[src/design/seq_regs.svh]
// Reset values, current codes and timing counts of the start-up and latch-off sequencer.
`ifndef SEQ_REGS_SVH
`define SEQ_REGS_SVH
`define CLK_HZ            20000000
`define RESET_MIN_NS      50000
`define RESET_MAX_NS      60000
// Least time rounds up; 50 us at 50 ns is 1000 cycles.
`define RESET_CYCLES      ((`RESET_MIN_NS * 20 + 999) / 1000)
`define BOOT_CODE         7'h30
`define PHASES_RESET      2'h3
// Soft-start current codes in units of 0.5 uA, signed.
`define SS_CHARGE_HALF_UA 8'h10
`define SS_SINK_HALF_UA   8'hFC
`define SS_FAST_CHARGE    8'h7F
`define PG_CHARGE_HALF_UA 8'h04
`define SLEW_2P5          8'h05
`define SLEW_7P5          8'h0F
`define ILIM_MV_PER_UA    8'h0A
`define RAMP_CLAMP_MV     12'h5DC
`endif

[src/design/seq_pkg.sv]
// Types shared by the sequencer.
package seq_pkg;
	typedef enum logic [3:0] {
		ST_SHUTDOWN,
		ST_RESET,
		ST_PHASE_DETECT,
		ST_SOFT_START,
		ST_BOOT_HOLD,
		ST_CODE_MOVE,
		ST_GOOD_DELAY,
		ST_NORMAL,
		ST_LATCH_DELAY,
		ST_LATCHED_OFF
	} seq_state_type;
endpackage

[src/design/regulator_sequencer.sv]
// Start-up, soft transition and latch-off sequencer of a multiphase regulator controller.
`timescale 1ns/100ps
`include "seq_regs.svh"

// Contract
// Soft-start node held at zero during lockout or shutdown.
// Supply up and enable high: bias on, reset interval of 50 to 60 us.
// After reset, detect phase count, then issue go for soft start.
// Soft start charges the soft-start node at 8 uA.
// Output tracks ramp only up to 1.2 V boot code, then holds.
// At 1.7 V and output in boot window, drive clock permit low.
// After clock permit, read processor code and softly move to it.
// Meanwhile fast-charge soft-start node to 2.9 V clamp.
// Delay node held at zero until clock permit asserted.
// After clock permit, charge delay node at 2 uA.
// Supply-ok rises only at delay node 2.9 V and output in window.
// Enable low or supply under lockout discharges both nodes.
// Reference from converter normally, slew buffer during transitions.
// Slew current by transition: -2.5, +7.5, +2.5, or plus/minus 2.5 uA; the code never drives the one-way +2.5 uA case.
// Limit threshold 10 mV per uA, divided by phases single-phase.
// Below 200 mV at start-up, clamp ramp termination at 1.5 V.
// After overload or good failure sink 2 uA; shut off below 1.65 V.
// Keep switching in latch delay; recover if overload clears and good returns.
// Latched-off stays off until supply cycles or enable toggles.
// Window is -300 mV to +200 mV; under 300 mV only upper checked.
// On current limit force full-phase operation.
// Analog crossings enter as synchronized digital inputs.
// Sequencer is a state machine with the listed states.
module regulator_sequencer
	import seq_pkg::*;
#(
	parameter int RESET_CYCLES = `RESET_CYCLES
) (
	// Clock and reset.
	input  wire logic       MCLK_I,
	input  wire logic       NRST_I,
	// Supply and enable.
	input  wire logic       SUPPLY_ABOVE_UPPER_I,
	input  wire logic       SUPPLY_BELOW_LOWER_I,
	input  wire logic       ENABLE_I,
	// Configuration and processor signals.
	input  wire logic [1:0] PHASE_SELECT_I,
	input  wire logic [6:0] VOLTAGE_ID_CODE_I,
	input  wire logic       DEEP_SLEEP_REQUEST_I,
	input  wire logic       DEEP_STOP_REQUEST_I,
	input  wire logic       CODE_LOW_I,
	// Comparator results.
	input  wire logic       SS_AT_1V7_I,
	input  wire logic       SS_AT_2V9_I,
	input  wire logic       SS_BELOW_1V65_I,
	input  wire logic       DELAY_AT_2V9_I,
	input  wire logic       IN_WINDOW_I,
	input  wire logic       ABOVE_UPPER_LIMIT_I,
	input  wire logic       OUTPUT_BELOW_200MV_I,
	input  wire logic       OVERLOAD_I,
	input  wire logic       TRANSITION_DONE_I,
	// Sequencer outputs.
	output logic            BIAS_ON_O,
	output logic            SWITCHING_O,
	output logic            CPU_CLOCK_PERMIT_N_O,
	output logic            SUPPLY_OK_OUT_O,
	output logic [6:0]      DAC_CODE_O,
	output logic            REF_FROM_SLEW_O,
	output logic [7:0]      SS_CURRENT_O,
	output logic            SS_HOLD_ZERO_O,
	output logic [7:0]      DELAY_CURRENT_O,
	output logic            DELAY_HOLD_ZERO_O,
	output logic [7:0]      SLEW_CURRENT_O,
	output logic            SLEW_BIDIR_O,
	output logic [1:0]      PHASES_O,
	output logic [7:0]      ILIM_SCALE_O,
	output logic            FULL_PHASE_O,
	output logic            RAMP_CLAMP_O,
	output logic [3:0]      STATE_O
);

	initial begin
		if (RESET_CYCLES < 1 || RESET_CYCLES > 65535) begin
			$error("RESET_CYCLES out of range");
		end
	end

	// ------------------------------------------------------------
	// Reset release and input synchronisers
	// ------------------------------------------------------------
	localparam int NSYNC = 17;
	logic [1:0]       rst_sync_reg;
	logic             rst_n;
	logic [NSYNC-1:0] raw;
	logic [NSYNC-1:0] s1_reg;
	logic [NSYNC-1:0] s2_reg;
	logic [NSYNC-1:0] s3_reg;
	logic [NSYNC-1:0] clean_reg;

	// Reset is released through two flip-flops.
	always_ff @(posedge MCLK_I or negedge NRST_I) begin
		if (!NRST_I) begin
			rst_sync_reg <= 2'h0;
		end else begin
			rst_sync_reg <= {rst_sync_reg[0], 1'b1};
		end
	end
	assign rst_n = rst_sync_reg[1];

	assign raw = {SUPPLY_ABOVE_UPPER_I, SUPPLY_BELOW_LOWER_I, ENABLE_I, DEEP_SLEEP_REQUEST_I,
		DEEP_STOP_REQUEST_I, CODE_LOW_I, SS_AT_1V7_I, SS_AT_2V9_I, SS_BELOW_1V65_I,
		DELAY_AT_2V9_I, IN_WINDOW_I, ABOVE_UPPER_LIMIT_I, OUTPUT_BELOW_200MV_I,
		OVERLOAD_I, TRANSITION_DONE_I, PHASE_SELECT_I};

	// Three-stage capture; a change counts once stages two and three agree.
	always_ff @(posedge MCLK_I or negedge rst_n) begin
		if (!rst_n) begin
			s1_reg    <= '0;
			s2_reg    <= '0;
			s3_reg    <= '0;
			clean_reg <= '0;
		end else begin
			s1_reg    <= raw;
			s2_reg    <= s1_reg;
			s3_reg    <= s2_reg;
			for (int i = 0; i < NSYNC; i++) begin
				if (s2_reg[i] == s3_reg[i]) begin
					clean_reg[i] <= s3_reg[i];
				end
			end
		end
	end

	logic sup_up, sup_low, en, dslp, dstp, code_low, ss17, ss29, ss165, dl29;
	logic in_win, above_up, below200, ovl, tdone;
	logic [1:0] phsel;
	assign {sup_up, sup_low, en, dslp, dstp, code_low, ss17, ss29, ss165, dl29,
		in_win, above_up, below200, ovl, tdone, phsel} = clean_reg;

	// Code capture stages; the code is sampled once settled in the clean domain.
	logic [6:0] code1_reg, code2_reg, code3_reg;
	always_ff @(posedge MCLK_I or negedge rst_n) begin
		if (!rst_n) begin
			code1_reg <= 7'h00;
			code2_reg <= 7'h00;
			code3_reg <= 7'h00;
		end else begin
			code1_reg <= VOLTAGE_ID_CODE_I;
			code2_reg <= code1_reg;
			code3_reg <= code2_reg;
		end
	end

	// Window check: under 300 mV only the upper limit counts.
	function automatic logic window_ok(input logic low, input logic win, input logic up);
		window_ok = low ? !up : win;
	endfunction

	// ------------------------------------------------------------
	// Sequencer state machine
	// ------------------------------------------------------------
	seq_state_type state_reg;
	seq_state_type state_next;
	logic [15:0]   cnt_reg;
	logic [1:0]    phases_reg;
	logic [6:0]    code_reg;
	logic          stop;
	logic          good;

	assign stop = !en || sup_low;
	assign good = window_ok(code_low, in_win, above_up);

	// Next state.
	always_comb begin
		state_next = state_reg;
		case (state_reg)
			ST_SHUTDOWN:     if (sup_up && en) state_next = ST_RESET;
			ST_RESET:        if (cnt_reg == 16'(RESET_CYCLES - 1)) state_next = ST_PHASE_DETECT;
			ST_PHASE_DETECT: state_next = ST_SOFT_START;
			ST_SOFT_START:   if (in_win) state_next = ST_BOOT_HOLD;
			ST_BOOT_HOLD:    if (ss17 && in_win) state_next = ST_CODE_MOVE;
			ST_CODE_MOVE:    if (tdone) state_next = ST_GOOD_DELAY;
			ST_GOOD_DELAY:   if (dl29 && good) state_next = ST_NORMAL;
			ST_NORMAL:       if (ovl || !good) state_next = ST_LATCH_DELAY;
			ST_LATCH_DELAY: begin
				if (ss165) state_next = ST_LATCHED_OFF;
				else if (!ovl && good) state_next = ST_NORMAL;
			end
			ST_LATCHED_OFF:  state_next = ST_LATCHED_OFF;
			default:         state_next = ST_SHUTDOWN;
		endcase
		if (stop) begin
			state_next = ST_SHUTDOWN;
		end
	end

	// State register.
	always_ff @(posedge MCLK_I or negedge rst_n) begin
		if (!rst_n) begin
			state_reg <= ST_SHUTDOWN;
		end else begin
			state_reg <= state_next;
		end
	end

	// Reset interval counter.
	always_ff @(posedge MCLK_I or negedge rst_n) begin
		if (!rst_n) begin
			cnt_reg <= 16'h0000;
		end else if (state_reg == ST_RESET && state_next == ST_RESET) begin
			cnt_reg <= cnt_reg + 16'h0001;
		end else begin
			cnt_reg <= 16'h0000;
		end
	end

	// Phase count is captured in the detection state.
	always_ff @(posedge MCLK_I or negedge rst_n) begin
		if (!rst_n) begin
			phases_reg <= `PHASES_RESET;
		end else if (state_reg == ST_PHASE_DETECT) begin
			phases_reg <= (phsel == 2'h0) ? 2'h1 : phsel;
		end
	end

	// Converter code: boot code until clock permit, then the processor code.
	always_ff @(posedge MCLK_I or negedge rst_n) begin
		if (!rst_n) begin
			code_reg <= `BOOT_CODE;
		end else if (state_reg inside {ST_SHUTDOWN, ST_RESET, ST_PHASE_DETECT,
			ST_SOFT_START, ST_BOOT_HOLD}) begin
			code_reg <= `BOOT_CODE;
		end else if (code2_reg == code3_reg) begin
			code_reg <= code3_reg;
		end
	end

	// ------------------------------------------------------------
	// Output registers
	// ------------------------------------------------------------
	logic       permit_n_reg, ok_reg, bias_reg, sw_reg, ref_reg, ss0_reg, dl0_reg;
	logic       full_reg, clamp_reg, bidir_reg;
	logic [7:0] ss_i_reg, dl_i_reg, sl_i_reg, ilim_reg;
	logic       dslp_d_reg;

	// Clock permit and supply-ok.
	always_ff @(posedge MCLK_I or negedge rst_n) begin
		if (!rst_n) begin
			permit_n_reg <= 1'b1;
			ok_reg       <= 1'b0;
		end else begin
			permit_n_reg <= !(state_next inside {ST_CODE_MOVE, ST_GOOD_DELAY, ST_NORMAL,
				ST_LATCH_DELAY});
			ok_reg       <= (state_next == ST_NORMAL);
		end
	end

	// Node currents and hold-to-zero controls.
	always_ff @(posedge MCLK_I or negedge rst_n) begin
		if (!rst_n) begin
			ss0_reg  <= 1'b1;
			dl0_reg  <= 1'b1;
			ss_i_reg <= 8'h00;
			dl_i_reg <= 8'h00;
			bias_reg <= 1'b0;
			sw_reg   <= 1'b0;
		end else begin
			ss0_reg  <= state_next inside {ST_SHUTDOWN, ST_RESET, ST_PHASE_DETECT,
				ST_LATCHED_OFF};
			dl0_reg  <= permit_n_reg || state_next == ST_SHUTDOWN;
			bias_reg <= state_next != ST_SHUTDOWN;
			sw_reg   <= state_next inside {ST_SOFT_START, ST_BOOT_HOLD, ST_CODE_MOVE,
				ST_GOOD_DELAY, ST_NORMAL, ST_LATCH_DELAY};
			case (state_next)
				ST_SOFT_START, ST_BOOT_HOLD: ss_i_reg <= `SS_CHARGE_HALF_UA;
				ST_LATCH_DELAY:              ss_i_reg <= `SS_SINK_HALF_UA;
				ST_CODE_MOVE, ST_GOOD_DELAY, ST_NORMAL:
					ss_i_reg <= ss29 ? 8'h00 : `SS_FAST_CHARGE;
				default:                     ss_i_reg <= 8'h00;
			endcase
			dl_i_reg <= (state_next inside {ST_GOOD_DELAY, ST_CODE_MOVE} && !dl29)
				? `PG_CHARGE_HALF_UA : 8'h00;
		end
	end

	// Reference switch and slew current selection.
	always_ff @(posedge MCLK_I or negedge rst_n) begin
		if (!rst_n) begin
			ref_reg    <= 1'b0;
			sl_i_reg   <= 8'h00;
			bidir_reg  <= 1'b0;
			dslp_d_reg <= 1'b0;
		end else begin
			dslp_d_reg <= dslp;
			bidir_reg  <= 1'b0;
			if (state_next == ST_CODE_MOVE) begin
				ref_reg   <= 1'b1;
				sl_i_reg  <= `SLEW_2P5;
				bidir_reg <= 1'b1;
			end else if (state_reg == ST_NORMAL && dslp && !dslp_d_reg) begin
				ref_reg  <= 1'b1;
				sl_i_reg <= -`SLEW_2P5;
			end else if (state_reg == ST_NORMAL && !dslp && dslp_d_reg) begin
				ref_reg  <= 1'b1;
				sl_i_reg <= `SLEW_7P5;
			end else if (state_reg == ST_NORMAL && dslp && dstp && ref_reg && tdone) begin
				ref_reg  <= 1'b0;
			end else if (tdone || state_next == ST_SHUTDOWN) begin
				ref_reg  <= 1'b0;
				sl_i_reg <= 8'h00;
			end
		end
	end

	// Current-limit scaling, full-phase forcing and start-up ramp clamp.
	always_ff @(posedge MCLK_I or negedge rst_n) begin
		if (!rst_n) begin
			ilim_reg  <= `ILIM_MV_PER_UA;
			full_reg  <= 1'b0;
			clamp_reg <= 1'b0;
		end else begin
			ilim_reg  <= (dslp && !ovl) ? 8'(`ILIM_MV_PER_UA / phases_reg)
				: `ILIM_MV_PER_UA;
			full_reg  <= ovl;
			// Follows the next state so the clamp moves with the other start-up outputs.
			clamp_reg <= below200 && state_next inside {ST_SOFT_START, ST_BOOT_HOLD};
		end
	end

	assign BIAS_ON_O            = bias_reg;
	assign SWITCHING_O          = sw_reg;
	assign CPU_CLOCK_PERMIT_N_O = permit_n_reg;
	assign SUPPLY_OK_OUT_O      = ok_reg;
	assign DAC_CODE_O           = code_reg;
	assign REF_FROM_SLEW_O      = ref_reg;
	assign SS_CURRENT_O         = ss_i_reg;
	assign SS_HOLD_ZERO_O       = ss0_reg;
	assign DELAY_CURRENT_O      = dl_i_reg;
	assign DELAY_HOLD_ZERO_O    = dl0_reg;
	assign SLEW_CURRENT_O       = sl_i_reg;
	assign SLEW_BIDIR_O         = bidir_reg;
	assign PHASES_O             = phases_reg;
	assign ILIM_SCALE_O         = ilim_reg;
	assign FULL_PHASE_O         = full_reg;
	assign RAMP_CLAMP_O         = clamp_reg;
	assign STATE_O              = state_reg;

	// ------------------------------------------------------------
	// Assertions
	// ------------------------------------------------------------
	property p_ss_zero;
		@(posedge MCLK_I) disable iff (!rst_n) (state_reg == ST_SHUTDOWN) |-> ##1 ss0_reg || state_reg != ST_SHUTDOWN;
	endproperty
	a_ss_zero: assert property (p_ss_zero) else $error("soft-start not held");
	property p_reset_len;
		@(posedge MCLK_I) disable iff (!rst_n) $rose(state_reg == ST_PHASE_DETECT) |-> cnt_reg == 0 && $past(state_reg) == ST_RESET;
	endproperty
	a_reset_len: assert property (p_reset_len) else $error("bad reset exit");
	property p_detect;
		@(posedge MCLK_I) disable iff (!rst_n) state_reg == ST_SOFT_START && $past(state_reg) != ST_SOFT_START |-> $past(state_reg) == ST_PHASE_DETECT;
	endproperty
	a_detect: assert property (p_detect) else $error("go before detect");
	property p_permit;
		@(posedge MCLK_I) disable iff (!rst_n) $fell(permit_n_reg) |-> $past(ss17) || $past(state_reg) != ST_BOOT_HOLD;
	endproperty
	a_permit: assert property (p_permit) else $error("permit early");
	property p_delay_zero;
		@(posedge MCLK_I) disable iff (!rst_n) permit_n_reg |-> ##1 dl0_reg;
	endproperty
	a_delay_zero: assert property (p_delay_zero) else $error("delay node not held");
	property p_ok;
		@(posedge MCLK_I) disable iff (!rst_n) $rose(ok_reg) |-> $past(dl29);
	endproperty
	a_ok: assert property (p_ok) else $error("ok without delay");
	property p_stop;
		@(posedge MCLK_I) disable iff (!rst_n) stop |-> ##1 state_reg == ST_SHUTDOWN ##1 ss0_reg;
	endproperty
	a_stop: assert property (p_stop) else $error("no shutdown");
	property p_full;
		@(posedge MCLK_I) disable iff (!rst_n) ovl |-> ##1 full_reg;
	endproperty
	a_full: assert property (p_full) else $error("no full phase");
	c_normal: cover property (@(posedge MCLK_I) disable iff (!rst_n) state_reg == ST_NORMAL);
	c_latch: cover property (@(posedge MCLK_I) disable iff (!rst_n) state_reg == ST_LATCHED_OFF);
	c_recover: cover property (@(posedge MCLK_I) disable iff (!rst_n) state_reg == ST_LATCH_DELAY ##1 state_reg == ST_NORMAL);

endmodule

[config.mk]
export PLATFORM = sky130hd
export DESIGN_NAME = regulator_sequencer
export DESIGN_NICKNAME = d
export VERILOG_FILES = /design/src/design/seq_pkg.sv /design/src/design/regulator_sequencer.sv
export VERILOG_INCLUDE_DIRS = /design/src /design/src/design
export SDC_FILE = /design/constraint.sdc
export NUM_CORES = 1
export LEC_CHECK = 0
export ABC_AREA = 0
export BUFFER_PORTS_ARGS = -buffer_cell sky130_fd_sc_hd__buf_2
export CORE_MARGIN = 2
export CORE_UTILIZATION = 45
export CTS_BUF_LIST = sky130_fd_sc_hd__clkbuf_16
export DETAILED_ROUTE_END_ITERATION = 10
export PLACE_DENSITY = 0.77
export SLEW_MARGIN = 20
export SYNTH_ARGS = -nofsm -noshare
export SYNTH_HDL_FRONTEND = slang
export SYNTH_SLANG_ARGS = --single-unit
[constraint.sdc]
create_clock -name MCLK_I -period 4.73 [get_ports MCLK_I]
set_input_delay 0 -clock MCLK_I [delete_from_list [all_inputs] [get_ports MCLK_I]]
set_output_delay 0 -clock MCLK_I [all_outputs]
set_load 0.005 [all_outputs]
==> impl_metrics.csv <==
group,metric,value,unit
critical_path,endpoint_kind,"flip-flop",
die,dieArea,12400,um^2
route,wirelength,9.06,mm
pwr,leakage,3.05,nW
timing,hold_viol,0,
timing,rsz0062_at_grt,"false",
clocking,post_cts_buffers,0,
route,wire_per_inst,14.3,um
yosys,synthCells,376,
timing,setup_viol,0,
global_routing,track_usage,0.161,
clocking,clock_latency,420,ps
yosys,synth_area,5170,um^2
yosys,synth-async-reset-ratio,1.00,
global_routing,overflow,0,
critical_path,cpPeakStageDelay,630,ps
yosys,synth_area_leaders,"dfrtp_1 (66%), dfstp_2 (4.6%), maj3_1 (3.3%)",
timing,worst_pin_slew,683,ps
clocking,clockBufferDepth,2,
critical_path,cp_data_required_time,5030,ps
die,ioPinCount,81,
yosys,synthFlopType,"dfrtp_1",
cells_and_area,finalNetCount,505,
critical_path,crit_family,"compound AO/OA/AOI/OAI gates",
global_routing,grt_max_degree,58,
route,drcViolationCount,0,
yosys,ys.warnings.count,0,
global_routing,grt_pass1_vias,3249,
clocking,cts-root-buf,"clkbuf_16",
pwr,power,0.00282,W
hold_path,holdCritPathClass,"in2reg",
pwr,p_per_area,435,nW/um^2
clocking,cts.sinks,145,
placed_design,hpwl,6.10,mm
cells_and_area,layout_commonest_cell,"dfrtp_1",
critical_path,path_cells,"nand2b_1 -> nor3_1 -> a31o_2 -> a211oi_1 -> nand3_2 -> and3_1 -> o2bb2ai_1",
critical_path,path_buf_inv,0,
yosys,ys_seq_area_frac,0.704,
clocking,clkTransAtPathRegs,60,ps
cells_and_area,area_growth,25.2,%
run,cap_violations,0,
cells_and_area,nFillCells,879,
critical_path,worst_ep_arrival_time,2810,ps
placed_design,io_buffers,73,
yosys,synth_edf_count,0,
placed_design,place.gp.congestion,0.884,
timing,tns,0,ps
critical_path,setup.worst_path.class,"reg2reg",
timing,period_needed,2510,ps
yosys,synth.avg_cell_area,13.8,um^2
yosys,ys_types,56,
die,die_x,111,um
die,core,11300,um^2
clocking,cts_hold_buffers,26,
die,chipHeight,111,um
pwr,peakVddDrop,0.341,mV
global_routing,antenna_found_initial,0,
global_routing,grt_pass1_wl,15.3,mm
route,via_count,3151,
cells_and_area,diodes,0,
yosys,synth_seq_cells,145,
cells_and_area,drive_above_1_share,0.263,
die,rows,39,
critical_path,cp-start-kind,"flip-flop",
route,via_per_inst,4.97,
yosys,yosysTopAreaCell,"dfrtp_1",
cells_and_area,final_cell_mix,"dfrtp_1 (135), buf_2 (73), nor2_1 (34), dlygate4sd3_1 (26)",
critical_path,cp_max_fo,18,
timing,post-route-period-util,0.531,
critical_path,slowest_stage,"dfrtp_1",
timing,finalMaxSlewViolations,0,
outcome,outcome,"finished clean",
timing,maxSlewHeadroom,0.545,
die,start_util,0.457,
clocking,cts_tree,"built",
route,postRouteAntennaNets,0,
timing,clock_skew,5.30,ps
route,drt_iter0_drc,167,
clocking,numCtsBuffers,17,
clocking,cts_htree_levels,4,
yosys,synth_top_area_share,0.658,
timing,max_clock_freq,0.398,GHz
clocking,cts-resized-gates,0,
route,drt_pre_antenna_iters,4,
cell families (layout without fill, tap and decap cells):
group / after synthesis / in the layout / share of synthesized area
buffers and inverters: 35 / 144 / 0.0394
flip-flops: 145 / 145 / 0.704
AND/OR/NAND/NOR: 110 / 110 / 0.116
XOR/XNOR: 23 / 23 / 0.0390
adder cells (fa/ha/maj): 18 / 18 / 0.0353
multiplexers: 7 / 7 / 0.0138
AO/OA/AOI/OAI: 36 / 36 / 0.0508
other: 2 / 8 / 0.00145
final timing paths:
path	end	cells past startpoint	startpoint	slack, ps
max in group asynchronous	s1_reg[4]	1	rst_sync_reg[1]	3230
setup / recovery	SLEW_CURRENT_O[6]	7	STATE_O[2]	2220
min in group asynchronous	s1_reg[16]	0	rst_sync_reg[1]	360
hold / removal	s1_reg[14]	2	ENABLE_I	210
setup reg to reg	SLEW_CURRENT_O[6]	7	STATE_O[2]	2220
hold reg to reg	s2_reg[7]	0	s1_reg[7]	350
layer usage:
layer,vias to the layer above,GRT usage,routed length [um]
met3,22,0.0601,461
met4,0,0.0848,260
met5,-,0,0
met2,90,0.261,4580
li1,1466,-,-
met1,1573,0.186,3750
cells in the mapped netlist, types with 3 or more instances:
library cell and n:
dfrtp_1 136, nor2_1 34, buf_4 18, maj3_1 17, nand2_1 15, xnor2_1 12, xor2_1 11, inv_1 10
dfstp_2 9, nand3_1 9, nor3_1 8, a31oi_1 6, and3_1 6, mux2i_1 6, a21oi_1 5, nand2b_1 5
nand4_1 5, o21ai_0 5, or3_1 5, buf_2 4, a211o_1 3, nand3b_1 3, nand4b_1 3
area by class of cell:
| cell class | instances | area [um^2] | share of cell area |
|---|---|---|---|
| Multi-Input combinational cell | 202 | 1350 | 0.209 |
| Clock buffer | 17 | 425 | 0.0657 |
| Clock inverter | 15 | 193 | 0.0298 |
| Sequential cell | 145 | 3640 | 0.563 |
| Tap cell | 143 | 179 | 0.0276 |
| Timing Repair Buffer | 101 | 641 | 0.0990 |
| Inverter | 11 | 41.3 | 0.00638 |
per-stage QoR:
stage	cells	utilization	cell area, um^2	worst slack [ps]	hold slack [ps]
2_1_floorplan	382	-	5190	407	-296
5_1_grt	634	0.572	6470	2000	207
6_report	634	0.572	6470	2220	214
3_5_place_dp	576	0.494	5590	2260	-213
4_1_cts	634	0.572	6470	2240	198
3_3_place_gp	576	0.494	5590	2390	-215
power breakdown:
part | switching, W | internal [W] | leakage, nW
registers | 0.0000427 | 0.00129 | 1.77
clock network | 0.000500 | 0.000877 | 0.294
logic | 0.0000504 | 0.0000531 | 0.978
Power figures use the tool's default switching activity.
